File: src/ep_pkg.sv
// Constants and types for the endpoint response and lock logic
package ep_pkg;

    // ------------------------------------------------------------
    // Mode codes
    // ------------------------------------------------------------
    localparam logic [3:0] MODE_DISABLE   = 4'h0;
    localparam logic [3:0] MODE_NAK_IO    = 4'h1;
    localparam logic [3:0] MODE_ST_OUT    = 4'h2;
    localparam logic [3:0] MODE_STALL_IO  = 4'h3;
    localparam logic [3:0] MODE_IGN_IO    = 4'h4;
    localparam logic [3:0] MODE_ISO_OUT   = 4'h5;
    localparam logic [3:0] MODE_ST_IN     = 4'h6;
    localparam logic [3:0] MODE_ISO_IN    = 4'h7;
    localparam logic [3:0] MODE_NAK_OUT   = 4'h8;
    localparam logic [3:0] MODE_ACK_OUT   = 4'h9;
    localparam logic [3:0] MODE_NAK_O_SI  = 4'ha;
    localparam logic [3:0] MODE_ACK_O_SI  = 4'hb;
    localparam logic [3:0] MODE_NAK_IN    = 4'hc;
    localparam logic [3:0] MODE_ACK_IN    = 4'hd;
    localparam logic [3:0] MODE_NAK_I_SO  = 4'he;
    localparam logic [3:0] MODE_ACK_I_SO  = 4'hf;

    // ------------------------------------------------------------
    // Field positions, reset values, counts
    // ------------------------------------------------------------
    localparam int         SETUP_BIT  = 7;
    localparam int         STALL_BIT  = 7;
    localparam int         IN_BIT     = 6;
    localparam int         OUT_BIT    = 5;
    localparam int         ACK_BIT    = 4;
    localparam int         TOGGLE_BIT = 7;
    localparam logic [7:0] REG_RESET  = 8'h00;
    localparam logic [5:0] CRC_BYTES  = 6'h02;

    // ------------------------------------------------------------
    // Register byte offsets
    // ------------------------------------------------------------
    localparam logic [4:0] OFS_EP0_MODE = 5'h00;
    localparam logic [4:0] OFS_EP0_CNT  = 5'h04;
    localparam logic [4:0] OFS_EP1_MODE = 5'h08;
    localparam logic [4:0] OFS_EP1_CNT  = 5'h0c;
    localparam logic [4:0] OFS_FLAGS    = 5'h10;

    // ------------------------------------------------------------
    // Tokens and responses
    // ------------------------------------------------------------
    typedef enum logic [1:0] {
        TOK_SETUP = 2'h0,
        TOK_IN    = 2'h1,
        TOK_OUT   = 2'h2
    } tok_t;

    typedef enum logic [2:0] {
        RSP_NONE   = 3'h0,
        RSP_ACK    = 3'h1,
        RSP_NAK    = 3'h2,
        RSP_STALL  = 3'h3,
        RSP_DATA   = 3'h4,
        RSP_ZLP    = 3'h5,
        RSP_CHECK  = 3'h6,
        RSP_ALWAYS = 3'h7
    } rsp_t;

    typedef struct packed {
        logic acc;
        rsp_t in_r;
        rsp_t out_r;
    } row_t;

endpackage

File: src/ep_rsp_if.sv
// Carrier between the engine and the mode decoder
`timescale 1ns/10ps
`default_nettype none
interface ep_rsp_if;
    logic         [3:0] mode;
    ep_pkg::tok_t       tok;
    logic               stall;
    logic               ctrl;
    logic               crc_ok;
    logic               chk_ok;
    logic               host_ack;
    ep_pkg::rsp_t       rsp;
    logic         [3:0] next_mode;
    logic               engaged;
    logic               acked;
    modport engine  (output mode, tok, stall, ctrl, crc_ok, chk_ok, host_ack,
                     input rsp, next_mode, engaged, acked);
    modport decoder (input mode, tok, stall, ctrl, crc_ok, chk_ok, host_ack,
                     output rsp, next_mode, engaged, acked);
endinterface
`default_nettype wire

File: src/reg_lock.sv
// Write lock flag for one endpoint 0 register
`timescale 1ns/10ps
`default_nettype none
module reg_lock (
    input  wire logic clk_i,
    input  wire logic rst_i,
    input  wire logic set_i,
    input  wire logic clear_i,
    output logic      locked_o
);
    typedef struct packed {
        logic locked;
    } lock_t;

    lock_t q;
    lock_t d;

    always_comb
    begin
        d = q;
        d.locked = set_i | (q.locked & ~clear_i);
    end

    always_ff @(posedge clk_i or posedge rst_i)
    begin
        if (rst_i)
            q <= '0;
        else
            q <= d;
    end

    assign locked_o = q.locked;
endmodule // reg_lock
`default_nettype wire

File: src/mode_decoder.sv
// Token response and automatic mode change from the mode code
`timescale 1ns/10ps
`default_nettype none
module mode_decoder (
    ep_rsp_if.decoder d
);
    ep_pkg::row_t row;
    logic         auto_chg;

    always_comb
    begin
        case (d.mode)
            ep_pkg::MODE_DISABLE:
                row = '{1'b0, ep_pkg::RSP_NONE, ep_pkg::RSP_NONE};
            ep_pkg::MODE_NAK_IO:
                row = '{1'b1, ep_pkg::RSP_NAK, ep_pkg::RSP_NAK};
            ep_pkg::MODE_ST_OUT:
                row = '{1'b1, ep_pkg::RSP_STALL, ep_pkg::RSP_CHECK};
            ep_pkg::MODE_STALL_IO:
                row = '{1'b1, ep_pkg::RSP_STALL, ep_pkg::RSP_STALL};
            ep_pkg::MODE_IGN_IO:
                row = '{1'b1, ep_pkg::RSP_NONE, ep_pkg::RSP_NONE};
            ep_pkg::MODE_ISO_OUT:
                row = '{1'b0, ep_pkg::RSP_NONE, ep_pkg::RSP_ALWAYS};
            ep_pkg::MODE_ST_IN:
                row = '{1'b1, ep_pkg::RSP_ZLP, ep_pkg::RSP_STALL};
            ep_pkg::MODE_ISO_IN:
                row = '{1'b0, ep_pkg::RSP_DATA, ep_pkg::RSP_NONE};
            ep_pkg::MODE_NAK_OUT:
                row = '{1'b0, ep_pkg::RSP_NONE, ep_pkg::RSP_NAK};
            ep_pkg::MODE_ACK_OUT:
                row = '{1'b0, ep_pkg::RSP_NONE, ep_pkg::RSP_ACK};
            ep_pkg::MODE_NAK_O_SI:
                row = '{1'b1, ep_pkg::RSP_ZLP, ep_pkg::RSP_NAK};
            ep_pkg::MODE_ACK_O_SI:
                row = '{1'b1, ep_pkg::RSP_ZLP, ep_pkg::RSP_ACK};
            ep_pkg::MODE_NAK_IN:
                row = '{1'b0, ep_pkg::RSP_NAK, ep_pkg::RSP_NONE};
            ep_pkg::MODE_ACK_IN:
                row = '{1'b0, ep_pkg::RSP_DATA, ep_pkg::RSP_NONE};
            ep_pkg::MODE_NAK_I_SO:
                row = '{1'b1, ep_pkg::RSP_NAK, ep_pkg::RSP_CHECK};
            default:
                row = '{1'b1, ep_pkg::RSP_DATA, ep_pkg::RSP_CHECK};
        endcase
        d.rsp = ep_pkg::RSP_NONE;
        d.engaged = 1'b0;
        d.acked = 1'b0;
        case (d.tok)
            ep_pkg::TOK_SETUP:
            begin
                d.engaged = row.acc;
                if (row.acc && d.crc_ok)
                    d.rsp = ep_pkg::RSP_ACK;
            end
            ep_pkg::TOK_IN:
            begin
                d.engaged = (row.in_r != ep_pkg::RSP_NONE);
                d.rsp = row.in_r;
                if (d.mode == ep_pkg::MODE_ACK_IN && d.stall)
                    d.rsp = ep_pkg::RSP_STALL;
                d.acked = d.host_ack && (d.rsp == ep_pkg::RSP_DATA
                          || d.rsp == ep_pkg::RSP_ZLP);
            end
            ep_pkg::TOK_OUT:
            begin
                d.engaged = (row.out_r != ep_pkg::RSP_NONE);
                d.rsp = row.out_r;
                if (row.out_r == ep_pkg::RSP_CHECK)
                    d.rsp = d.chk_ok ? ep_pkg::RSP_ACK
                                     : ep_pkg::RSP_STALL;
                if (row.out_r == ep_pkg::RSP_ALWAYS)
                    d.rsp = ep_pkg::RSP_NONE;
                if (d.mode == ep_pkg::MODE_ACK_OUT && d.stall)
                    d.rsp = ep_pkg::RSP_STALL;
                if (!d.crc_ok)
                    d.rsp = ep_pkg::RSP_NONE;
            end
            default:
                d.rsp = ep_pkg::RSP_NONE;
        endcase
        if (d.rsp == ep_pkg::RSP_ACK)
            d.acked = 1'b1;
        auto_chg = d.mode[3] && d.mode[0] && d.acked &&
                   ((d.tok == ep_pkg::TOK_OUT) ||
                    (d.mode == ep_pkg::MODE_ACK_IN));
        d.next_mode = d.mode;
        if (d.tok == ep_pkg::TOK_SETUP && d.rsp == ep_pkg::RSP_ACK && d.ctrl)
            d.next_mode = ep_pkg::MODE_NAK_IO;
        else if (auto_chg)
            d.next_mode = {d.mode[3:1], 1'b0};
    end
endmodule // mode_decoder
`default_nettype wire

File: src/ep_engine.sv
// Endpoint response engine with register file and endpoint 0 locks
//
// Our own choices: the Avalon-MM register port and the register offsets.
`timescale 1ns/10ps
`default_nettype none
module ep_engine (
    input  wire logic                clk_i,
    input  wire logic                rst_i,
    input  wire logic          [4:0] avs_address_i,
    input  wire logic                avs_read_i,
    input  wire logic                avs_write_i,
    input  wire logic         [31:0] avs_writedata_i,
    input  wire logic          [3:0] avs_byteenable_i,
    output logic              [31:0] avs_readdata_o,
    output logic                     avs_waitrequest_o,
    input  wire logic                tok_valid_i,
    input  wire ep_pkg::tok_t        tok_pid_i,
    input  wire logic                tok_ep_i,
    input  wire logic                data_start_i,
    input  wire logic                txn_end_i,
    input  wire logic          [5:0] rx_count_i,
    input  wire logic                rx_toggle_i,
    input  wire logic                crc_ok_i,
    input  wire logic                host_ack_i,
    output logic                     rsp_valid_o,
    output ep_pkg::rsp_t             rsp_code_o,
    output logic               [5:0] tx_count_o,
    output logic                     tx_toggle_o,
    output logic               [1:0] ep_flag_o
);
    // ------------------------------------------------------------
    // State
    // ------------------------------------------------------------
    typedef enum logic [1:0] {
        ST_IDLE = 2'b01,
        ST_BUSY = 2'b10
    } state_t;

    typedef struct packed {
        state_t             st;
        logic               ep;
        ep_pkg::tok_t       tok;
        logic               hold;
        logic         [7:0] mode0;
        logic         [7:0] cnt0;
        logic         [7:0] mode1;
        logic         [7:0] cnt1;
        logic         [1:0] flags;
        logic               ack;
        logic         [7:0] rdata;
        logic               rv;
        ep_pkg::rsp_t       rcode;
        logic         [5:0] txcnt;
        logic               txtog;
    } regs_t;

    regs_t        q;
    regs_t        d;
    ep_rsp_if     rif ();
    logic         sel_ep;
    ep_pkg::tok_t sel_tok;
    logic   [7:0] sel_cnt;
    logic         req;
    logic         acc_wr;
    logic         acc_rd;
    logic         lock_mode;
    logic         lock_cnt;
    logic         upd;
    logic         rd_mode0;
    logic         rd_cnt0;
    logic   [7:0] rd_mux;

    // ------------------------------------------------------------
    // Decoder hookup
    // ------------------------------------------------------------
    assign sel_ep   = (q.st == ST_IDLE) ? tok_ep_i : q.ep;
    assign sel_tok  = (q.st == ST_IDLE) ? tok_pid_i : q.tok;
    assign sel_cnt  = sel_ep ? q.cnt1 : q.cnt0;
    assign rif.mode = sel_ep ? q.mode1[3:0] : q.mode0[3:0];
    assign rif.tok      = sel_tok;
    assign rif.stall    = sel_ep & q.mode1[ep_pkg::STALL_BIT];
    assign rif.ctrl     = ~sel_ep;
    assign rif.crc_ok   = crc_ok_i;
    assign rif.chk_ok   = (rx_count_i == ep_pkg::CRC_BYTES)
                          & rx_toggle_i;
    assign rif.host_ack = host_ack_i;

    mode_decoder u_dec (
        .d (rif.decoder)
    );

    // ------------------------------------------------------------
    // Bus handshake
    // ------------------------------------------------------------
    assign req    = avs_read_i | avs_write_i;
    assign acc_wr = avs_write_i & q.ack;
    assign acc_rd = avs_read_i & q.ack;
    assign avs_waitrequest_o = req & ~q.ack;
    assign avs_readdata_o    = {24'h000000, q.rdata};
    assign rd_mode0 = acc_rd && avs_address_i == ep_pkg::OFS_EP0_MODE;
    assign rd_cnt0  = acc_rd && avs_address_i == ep_pkg::OFS_EP0_CNT;
    assign upd = (q.st == ST_BUSY) && txn_end_i && rif.engaged;

    always_comb
    begin
        case (avs_address_i)
            ep_pkg::OFS_EP0_MODE: rd_mux = q.mode0;
            ep_pkg::OFS_EP0_CNT:  rd_mux = q.cnt0;
            ep_pkg::OFS_EP1_MODE: rd_mux = q.mode1;
            ep_pkg::OFS_EP1_CNT:  rd_mux = q.cnt1;
            ep_pkg::OFS_FLAGS:    rd_mux = {6'h00, q.flags};
            default:              rd_mux = 8'h00;
        endcase
    end

    // ------------------------------------------------------------
    // Endpoint 0 locks
    // ------------------------------------------------------------
    reg_lock u_lock_mode (
        .clk_i    (clk_i),
        .rst_i    (rst_i),
        .set_i    (upd & ~q.ep),
        .clear_i  (rd_mode0),
        .locked_o (lock_mode)
    );

    reg_lock u_lock_cnt (
        .clk_i    (clk_i),
        .rst_i    (rst_i),
        .set_i    (upd & ~q.ep),
        .clear_i  (rd_cnt0),
        .locked_o (lock_cnt)
    );

    // ------------------------------------------------------------
    // Next state
    // ------------------------------------------------------------
    always_comb
    begin
        d = q;
        d.ack = 1'b0;
        d.rv = 1'b0;
        if (req && !q.ack)
        begin
            d.ack = 1'b1;
            d.rdata = rd_mux;
        end
        if (acc_wr && avs_byteenable_i[0])
        begin
            case (avs_address_i)
                ep_pkg::OFS_EP0_MODE:
                    if (!lock_mode)
                        d.mode0 = {1'b0, avs_writedata_i[6:0]};
                ep_pkg::OFS_EP0_CNT:
                    if (!lock_cnt)
                        d.cnt0 = avs_writedata_i[7:0];
                ep_pkg::OFS_EP1_MODE:
                    d.mode1 = avs_writedata_i[7:0];
                ep_pkg::OFS_EP1_CNT:
                    d.cnt1 = avs_writedata_i[7:0];
                ep_pkg::OFS_FLAGS:
                    d.flags = q.flags & ~avs_writedata_i[1:0];
                default:
                    d.ack = 1'b0;
            endcase
        end
        case (q.st)
            ST_IDLE:
            begin
                if (tok_valid_i)
                begin
                    d.st = ST_BUSY;
                    d.ep = tok_ep_i;
                    d.tok = tok_pid_i;
                    if (tok_pid_i == ep_pkg::TOK_IN)
                    begin
                        d.rv = (rif.rsp != ep_pkg::RSP_NONE);
                        d.rcode = rif.rsp;
                        d.txcnt = (rif.rsp == ep_pkg::RSP_DATA)
                                  ? sel_cnt[5:0] : 6'h00;
                        d.txtog = sel_cnt[ep_pkg::TOGGLE_BIT];
                    end
                end
            end
            ST_BUSY:
            begin
                if (data_start_i && q.tok == ep_pkg::TOK_SETUP && !q.ep
                    && rif.engaged)
                    d.hold = 1'b1;
                if (txn_end_i)
                begin
                    d.st = ST_IDLE;
                    d.hold = 1'b0;
                    if (q.tok != ep_pkg::TOK_IN)
                    begin
                        d.rv = (rif.rsp != ep_pkg::RSP_NONE);
                        d.rcode = rif.rsp;
                    end
                end
                if (upd && !q.ep)
                begin
                    d.mode0[6] = d.mode0[6] | (q.tok == ep_pkg::TOK_IN);
                    d.mode0[5] = d.mode0[5] | (q.tok == ep_pkg::TOK_OUT);
                    d.mode0[4] = d.mode0[4] | rif.acked;
                    d.mode0[3:0] = rif.next_mode;
                end
                if (upd && q.ep)
                begin
                    d.mode1[4] = d.mode1[4] | rif.acked;
                    d.mode1[3:0] = rif.next_mode;
                end
                if (upd && q.tok != ep_pkg::TOK_IN)
                begin
                    if (q.ep)
                        d.cnt1 = {rx_toggle_i, crc_ok_i, rx_count_i};
                    else
                        d.cnt0 = {rx_toggle_i, crc_ok_i, rx_count_i};
                end
                if (upd)
                    d.flags[q.ep] = 1'b1;
            end
            default:
                d.st = ST_IDLE;
        endcase
        if (d.hold)
            d.mode0[ep_pkg::SETUP_BIT] = 1'b1;
    end

    always_ff @(posedge clk_i or posedge rst_i)
    begin
        if (rst_i)
        begin
            q <= '0;
            q.st <= ST_IDLE;
            q.mode0 <= ep_pkg::REG_RESET;
            q.mode1 <= ep_pkg::REG_RESET;
        end
        else
            q <= d;
    end

    assign rsp_valid_o = q.rv;
    assign rsp_code_o  = q.rcode;
    assign tx_count_o  = q.txcnt;
    assign tx_toggle_o = q.txtog;
    assign ep_flag_o   = q.flags;
endmodule // ep_engine
`default_nettype wire

File: config.mk
export PLATFORM = sky130hd
export DESIGN_NAME = ep_engine
export DESIGN_NICKNAME = d
export VERILOG_FILES = /design/src/ep_pkg.sv /design/src/ep_rsp_if.sv /design/src/reg_lock.sv /design/src/mode_decoder.sv /design/src/ep_engine.sv
export SDC_FILE = /design/constraint.sdc
export NUM_CORES = 1
export LEC_CHECK = 0
export ABC_CLOCK_PERIOD_IN_PS = 8300
export BUFFER_PORTS_ARGS = -buffer_cell sky130_fd_sc_hd__buf_2
export CORE_MARGIN = 2
export CORE_UTILIZATION = 56
export CTS_BUF_LIST = sky130_fd_sc_hd__clkbuf_4 sky130_fd_sc_hd__clkbuf_8 sky130_fd_sc_hd__clkbuf_16
export CTS_CLUSTER_DIAMETER = 80
export DETAILED_ROUTE_END_ITERATION = 8
export PLACE_DENSITY = 0.84
export SETUP_SLACK_MARGIN = 0.15
export SLEW_MARGIN = 20
export SYNTH_ARGS = -nofsm -noshare
export SYNTH_HDL_FRONTEND = slang
export SYNTH_HIERARCHICAL = 1
export SYNTH_SLANG_ARGS = --single-unit
File: constraint.sdc
create_clock -name clk_i -period 8.3 [get_ports clk_i]
set_input_delay 0.83 -clock clk_i [delete_from_list [all_inputs] [get_ports clk_i]]
set_output_delay 0.83 -clock clk_i [all_outputs]
set_load 0.03 [all_outputs]
==> impl_metrics.py <==
metrics = {
    "worst_setup_path": {
        "crit_required_ps": 8500,
        "end_kind": "register",
        "start_kind": "register",
        "critPathKind": "register to register",
        "path_max_fanout": 16,
        "cp.arrival_ps": 5050,
    },
    "timing": {
        "period_needed_ps": 4848,
        "rsz0062_at_grt": "no",
        "timing.setup.tns_ps": 0,
        "finalClockSkew_ps": 8.462,
        "drv_slew": 0,
        "final-setup-viol-count": 0,
        "max_slew.worst_pin.slew_ps": 836.2,
        "layout_setup_ws_ps": 3452,
        "hold_viol": 0,
        "max_freq_ghz": 0.2063,
        "max_slew_margin_pct": 43.84,
        "period_share_pct": 58.40,
    },
    "floorplan": {
        "die-width_um": 88.44,
        "coreArea_um2": 6832,
        "initial_core_util_pct": 58.44,
        "die_h_um": 88.44,
        "die_area_um2": 7821,
        "placementRows": 30,
        "io_pins": 106,
    },
    "final_layout": {
        "synthToLayoutAreaGrowth_pct": 7.646,
        "diodes": 0,
        "final_cells": 543,
        "final_layout_size_suffix_gt1_share_pct": 24.16,
        "nFillCells": 575,
        "layout_common_cells": "dfrtp_1, buf_2, mux2i_1, nor2_1, nand2_1",
        "fin_nets": 508,
        "mostFrequentLayoutCell": "dfrtp_1",
    },
    "status": {
        "status": "completed",
    },
    "drt": {
        "ant_nets": 0,
        "firstDrtPassIters": 5,
        "avgViaCountPerCell": 5.786,
        "drt_iter0_drc": 287,
        "route.detailed.drc": 0,
        "vias": 3142,
        "routedWlPerCell_um": 16.98,
        "wl_um": 9220,
    },
    "global_routing": {
        "antenna_found_initial": 0,
        "overflow": 0,
        "grt_first_pass_wirelength_um": 14380,
        "grtUsageTotal_pct": 24.42,
        "grt_max_degree": 61,
        "grt_pass1_vias": 3017,
    },
    "yosys": {
        "syn_inst": 409,
        "ys_warn_count": 6,
        "synth_flop_cell": "dfrtp_1",
        "synth.avg_cell_area_um2": 9.762,
        "ys_async_sr_fraction_pct": 100.0,
        "synth.distinct_cells": 55,
        "synth_seq_cells": 62,
        "syn_area_um2": 3993,
        "ys_seq_area_share_pct": 38.89,
        "synth_edf_count": 0,
    },
    "clock_network": {
        "tritoncts": "done",
        "clock-root-buffer": "clkbuf_8",
        "cts_max_path_buffers": 2,
        "cts.sinks": 62,
        "clk_pin_slew_ps": 70,
        "cts_inserted_buffers": 9,
        "h-tree-depth": 3,
        "postCtsResizedCells": 0,
        "clock_latency_ps": 340,
        "cts_setup_buffers": 0,
        "hold_buffers": 0,
    },
    "placed_design": {
        "numPortBuffers": 54,
        "pre_cts_ws_ps": 3563,
        "gp_congestion": 0.9095,
        "numPlacedInstances": 527,
        "dp_hpwl_um": 6600,
    },
    "power": {
        "ir_worst_vdd_mv": 0.1781,
        "leakage_nw": 2.143,
        "power_density_nw_per_um2": 348.3,
    },
    "run": {
        "maxCapViolCount": 0,
    },
    "hold_path": {
        "min_path_type": "primary input to async pin",
    },
}
[flip-flops by register name (all words and copies together), names as in the netlist]
name,count
u_lock_mode/locked_o,1
tx_count_o,6
rsp_code_o,3
ep_flag_o,2
q,39
u_lock_cnt/locked_o,1
tx_toggle_o,1
avs_readdata_o,8
rsp_valid_o,1
[layer usage]
| layer | vias up | wire length [um] | part of all wire (%) | track usage [%] |
|---|---|---|---|---|
| met3 | 36 | 601 | 6.5 | 4.384 |
| li1 | 1443 | - | - | - |
| met5 | - | 0 | 0 | 0 |
| met1 | 1514 | 3751 | 41 | 30.32 |
| met2 | 149 | 4492 | 49 | 39.92 |
| met4 | 0 | 375 | 4.1 | 14.46 |
[cell usage after synthesis, types with 3 or more instances]
library cell,n,area [um2]
a221oi_1,3,26.28
dfrtp_1,61,1526
a22o_1,6,52.55
mux2_2,11,123.9
ha_1,6,75.07
buf_4,45,337.8
mux4_2,8,180.2
nand2_1,28,105.1
nand2b_1,6,37.54
nor2_1,37,138.9
o21ai_0,25,125.1
buf_2,4,20.02
mux2i_1,41,410.4
nor3_1,7,35.03
inv_1,22,82.58
nand3_1,8,40.04
a21oi_1,26,130.1
a21o_1,6,45.04
nor2b_1,9,56.30
clkbuf_1,7,26.28
[area by class of cell]
| type | instances | area [um2] | area share, % |
|---|---|---|---|
| Clock buffer | 13 | 166.4 | 3.872 |
| Clock inverter | 3 | 42.54 | 0.9898 |
| Inverter | 22 | 82.58 | 1.921 |
| Multi-Input combinational cell | 291 | 2048 | 47.66 |
| Sequential cell | 62 | 1553 | 36.13 |
| Tap cell | 96 | 120.1 | 2.795 |
| Timing Repair Buffer | 56 | 285.3 | 6.638 |
[worst max-delay path, cell delays in order, from the launching register on]
cell      delay (ps)
dfstp_2          540
ha_1             330
mux2i_1          220
buf_4            270
mux2_2           450
inv_1            160
ha_1             290
mux2i_1          120
mux2i_1          210
nor3_1            80
o21ai_0          140
a21boi_0         220
nor2b_1          220
nand3_1          340
inv_1            350
nand2_1          440
nor2_1           270
a21oi_2           40
[cell families after synthesis]
family	after synthesis	share of synthesized area [%]
AOI/OAI and AO/OA	82	12.91
adders and majority gates	6	1.880
buffers and inverters	79	11.97
DFF	62	38.89
muxes	61	18.27
other	1	0.09392
and+or+nand+nor	118	15.98
[per-stage QoR]
stage	area, um2	util [%]	power (mW)	hold slack, ps
finish	4298	62.91	1.497	334.4
floorplan	4079	-	1.077	444.8
CTS	4298	62.91	1.487	325.9
detailed placement	4089	59.85	1.206	468.6
global route	4298	62.91	1.586	328.7
global placement	4089	59.85	1.178	463.3
[report_power, final]
part	internal [mW]	switching [mW]	total (mW)	leakage, nW
Combinational	0.298	0.435	0.733	1.24
Clock	0.161	0.116	0.277	0.106
Sequential	0.407	0.0805	0.487	0.801
Total	0.866	0.631	1.50	2.14
[path summary, 6_finish.rpt]
path	depth (start not counted)	endpoint	start	slack (ps)
setup / recovery	17	q[41]	q[58]	3450
hold / removal	2	u_lock_cnt/locked_o	rst_i	330
setup reg to reg	17	q[41]	q[58]	3450
hold reg to reg	2	tx_count_o[4]	tx_count_o[4]	480
max in group asynchronous	3	q[53]	rst_i	7080
min in group clk_i	2	tx_count_o[4]	tx_count_o[4]	480
Power figures use the tool's default switching activity.
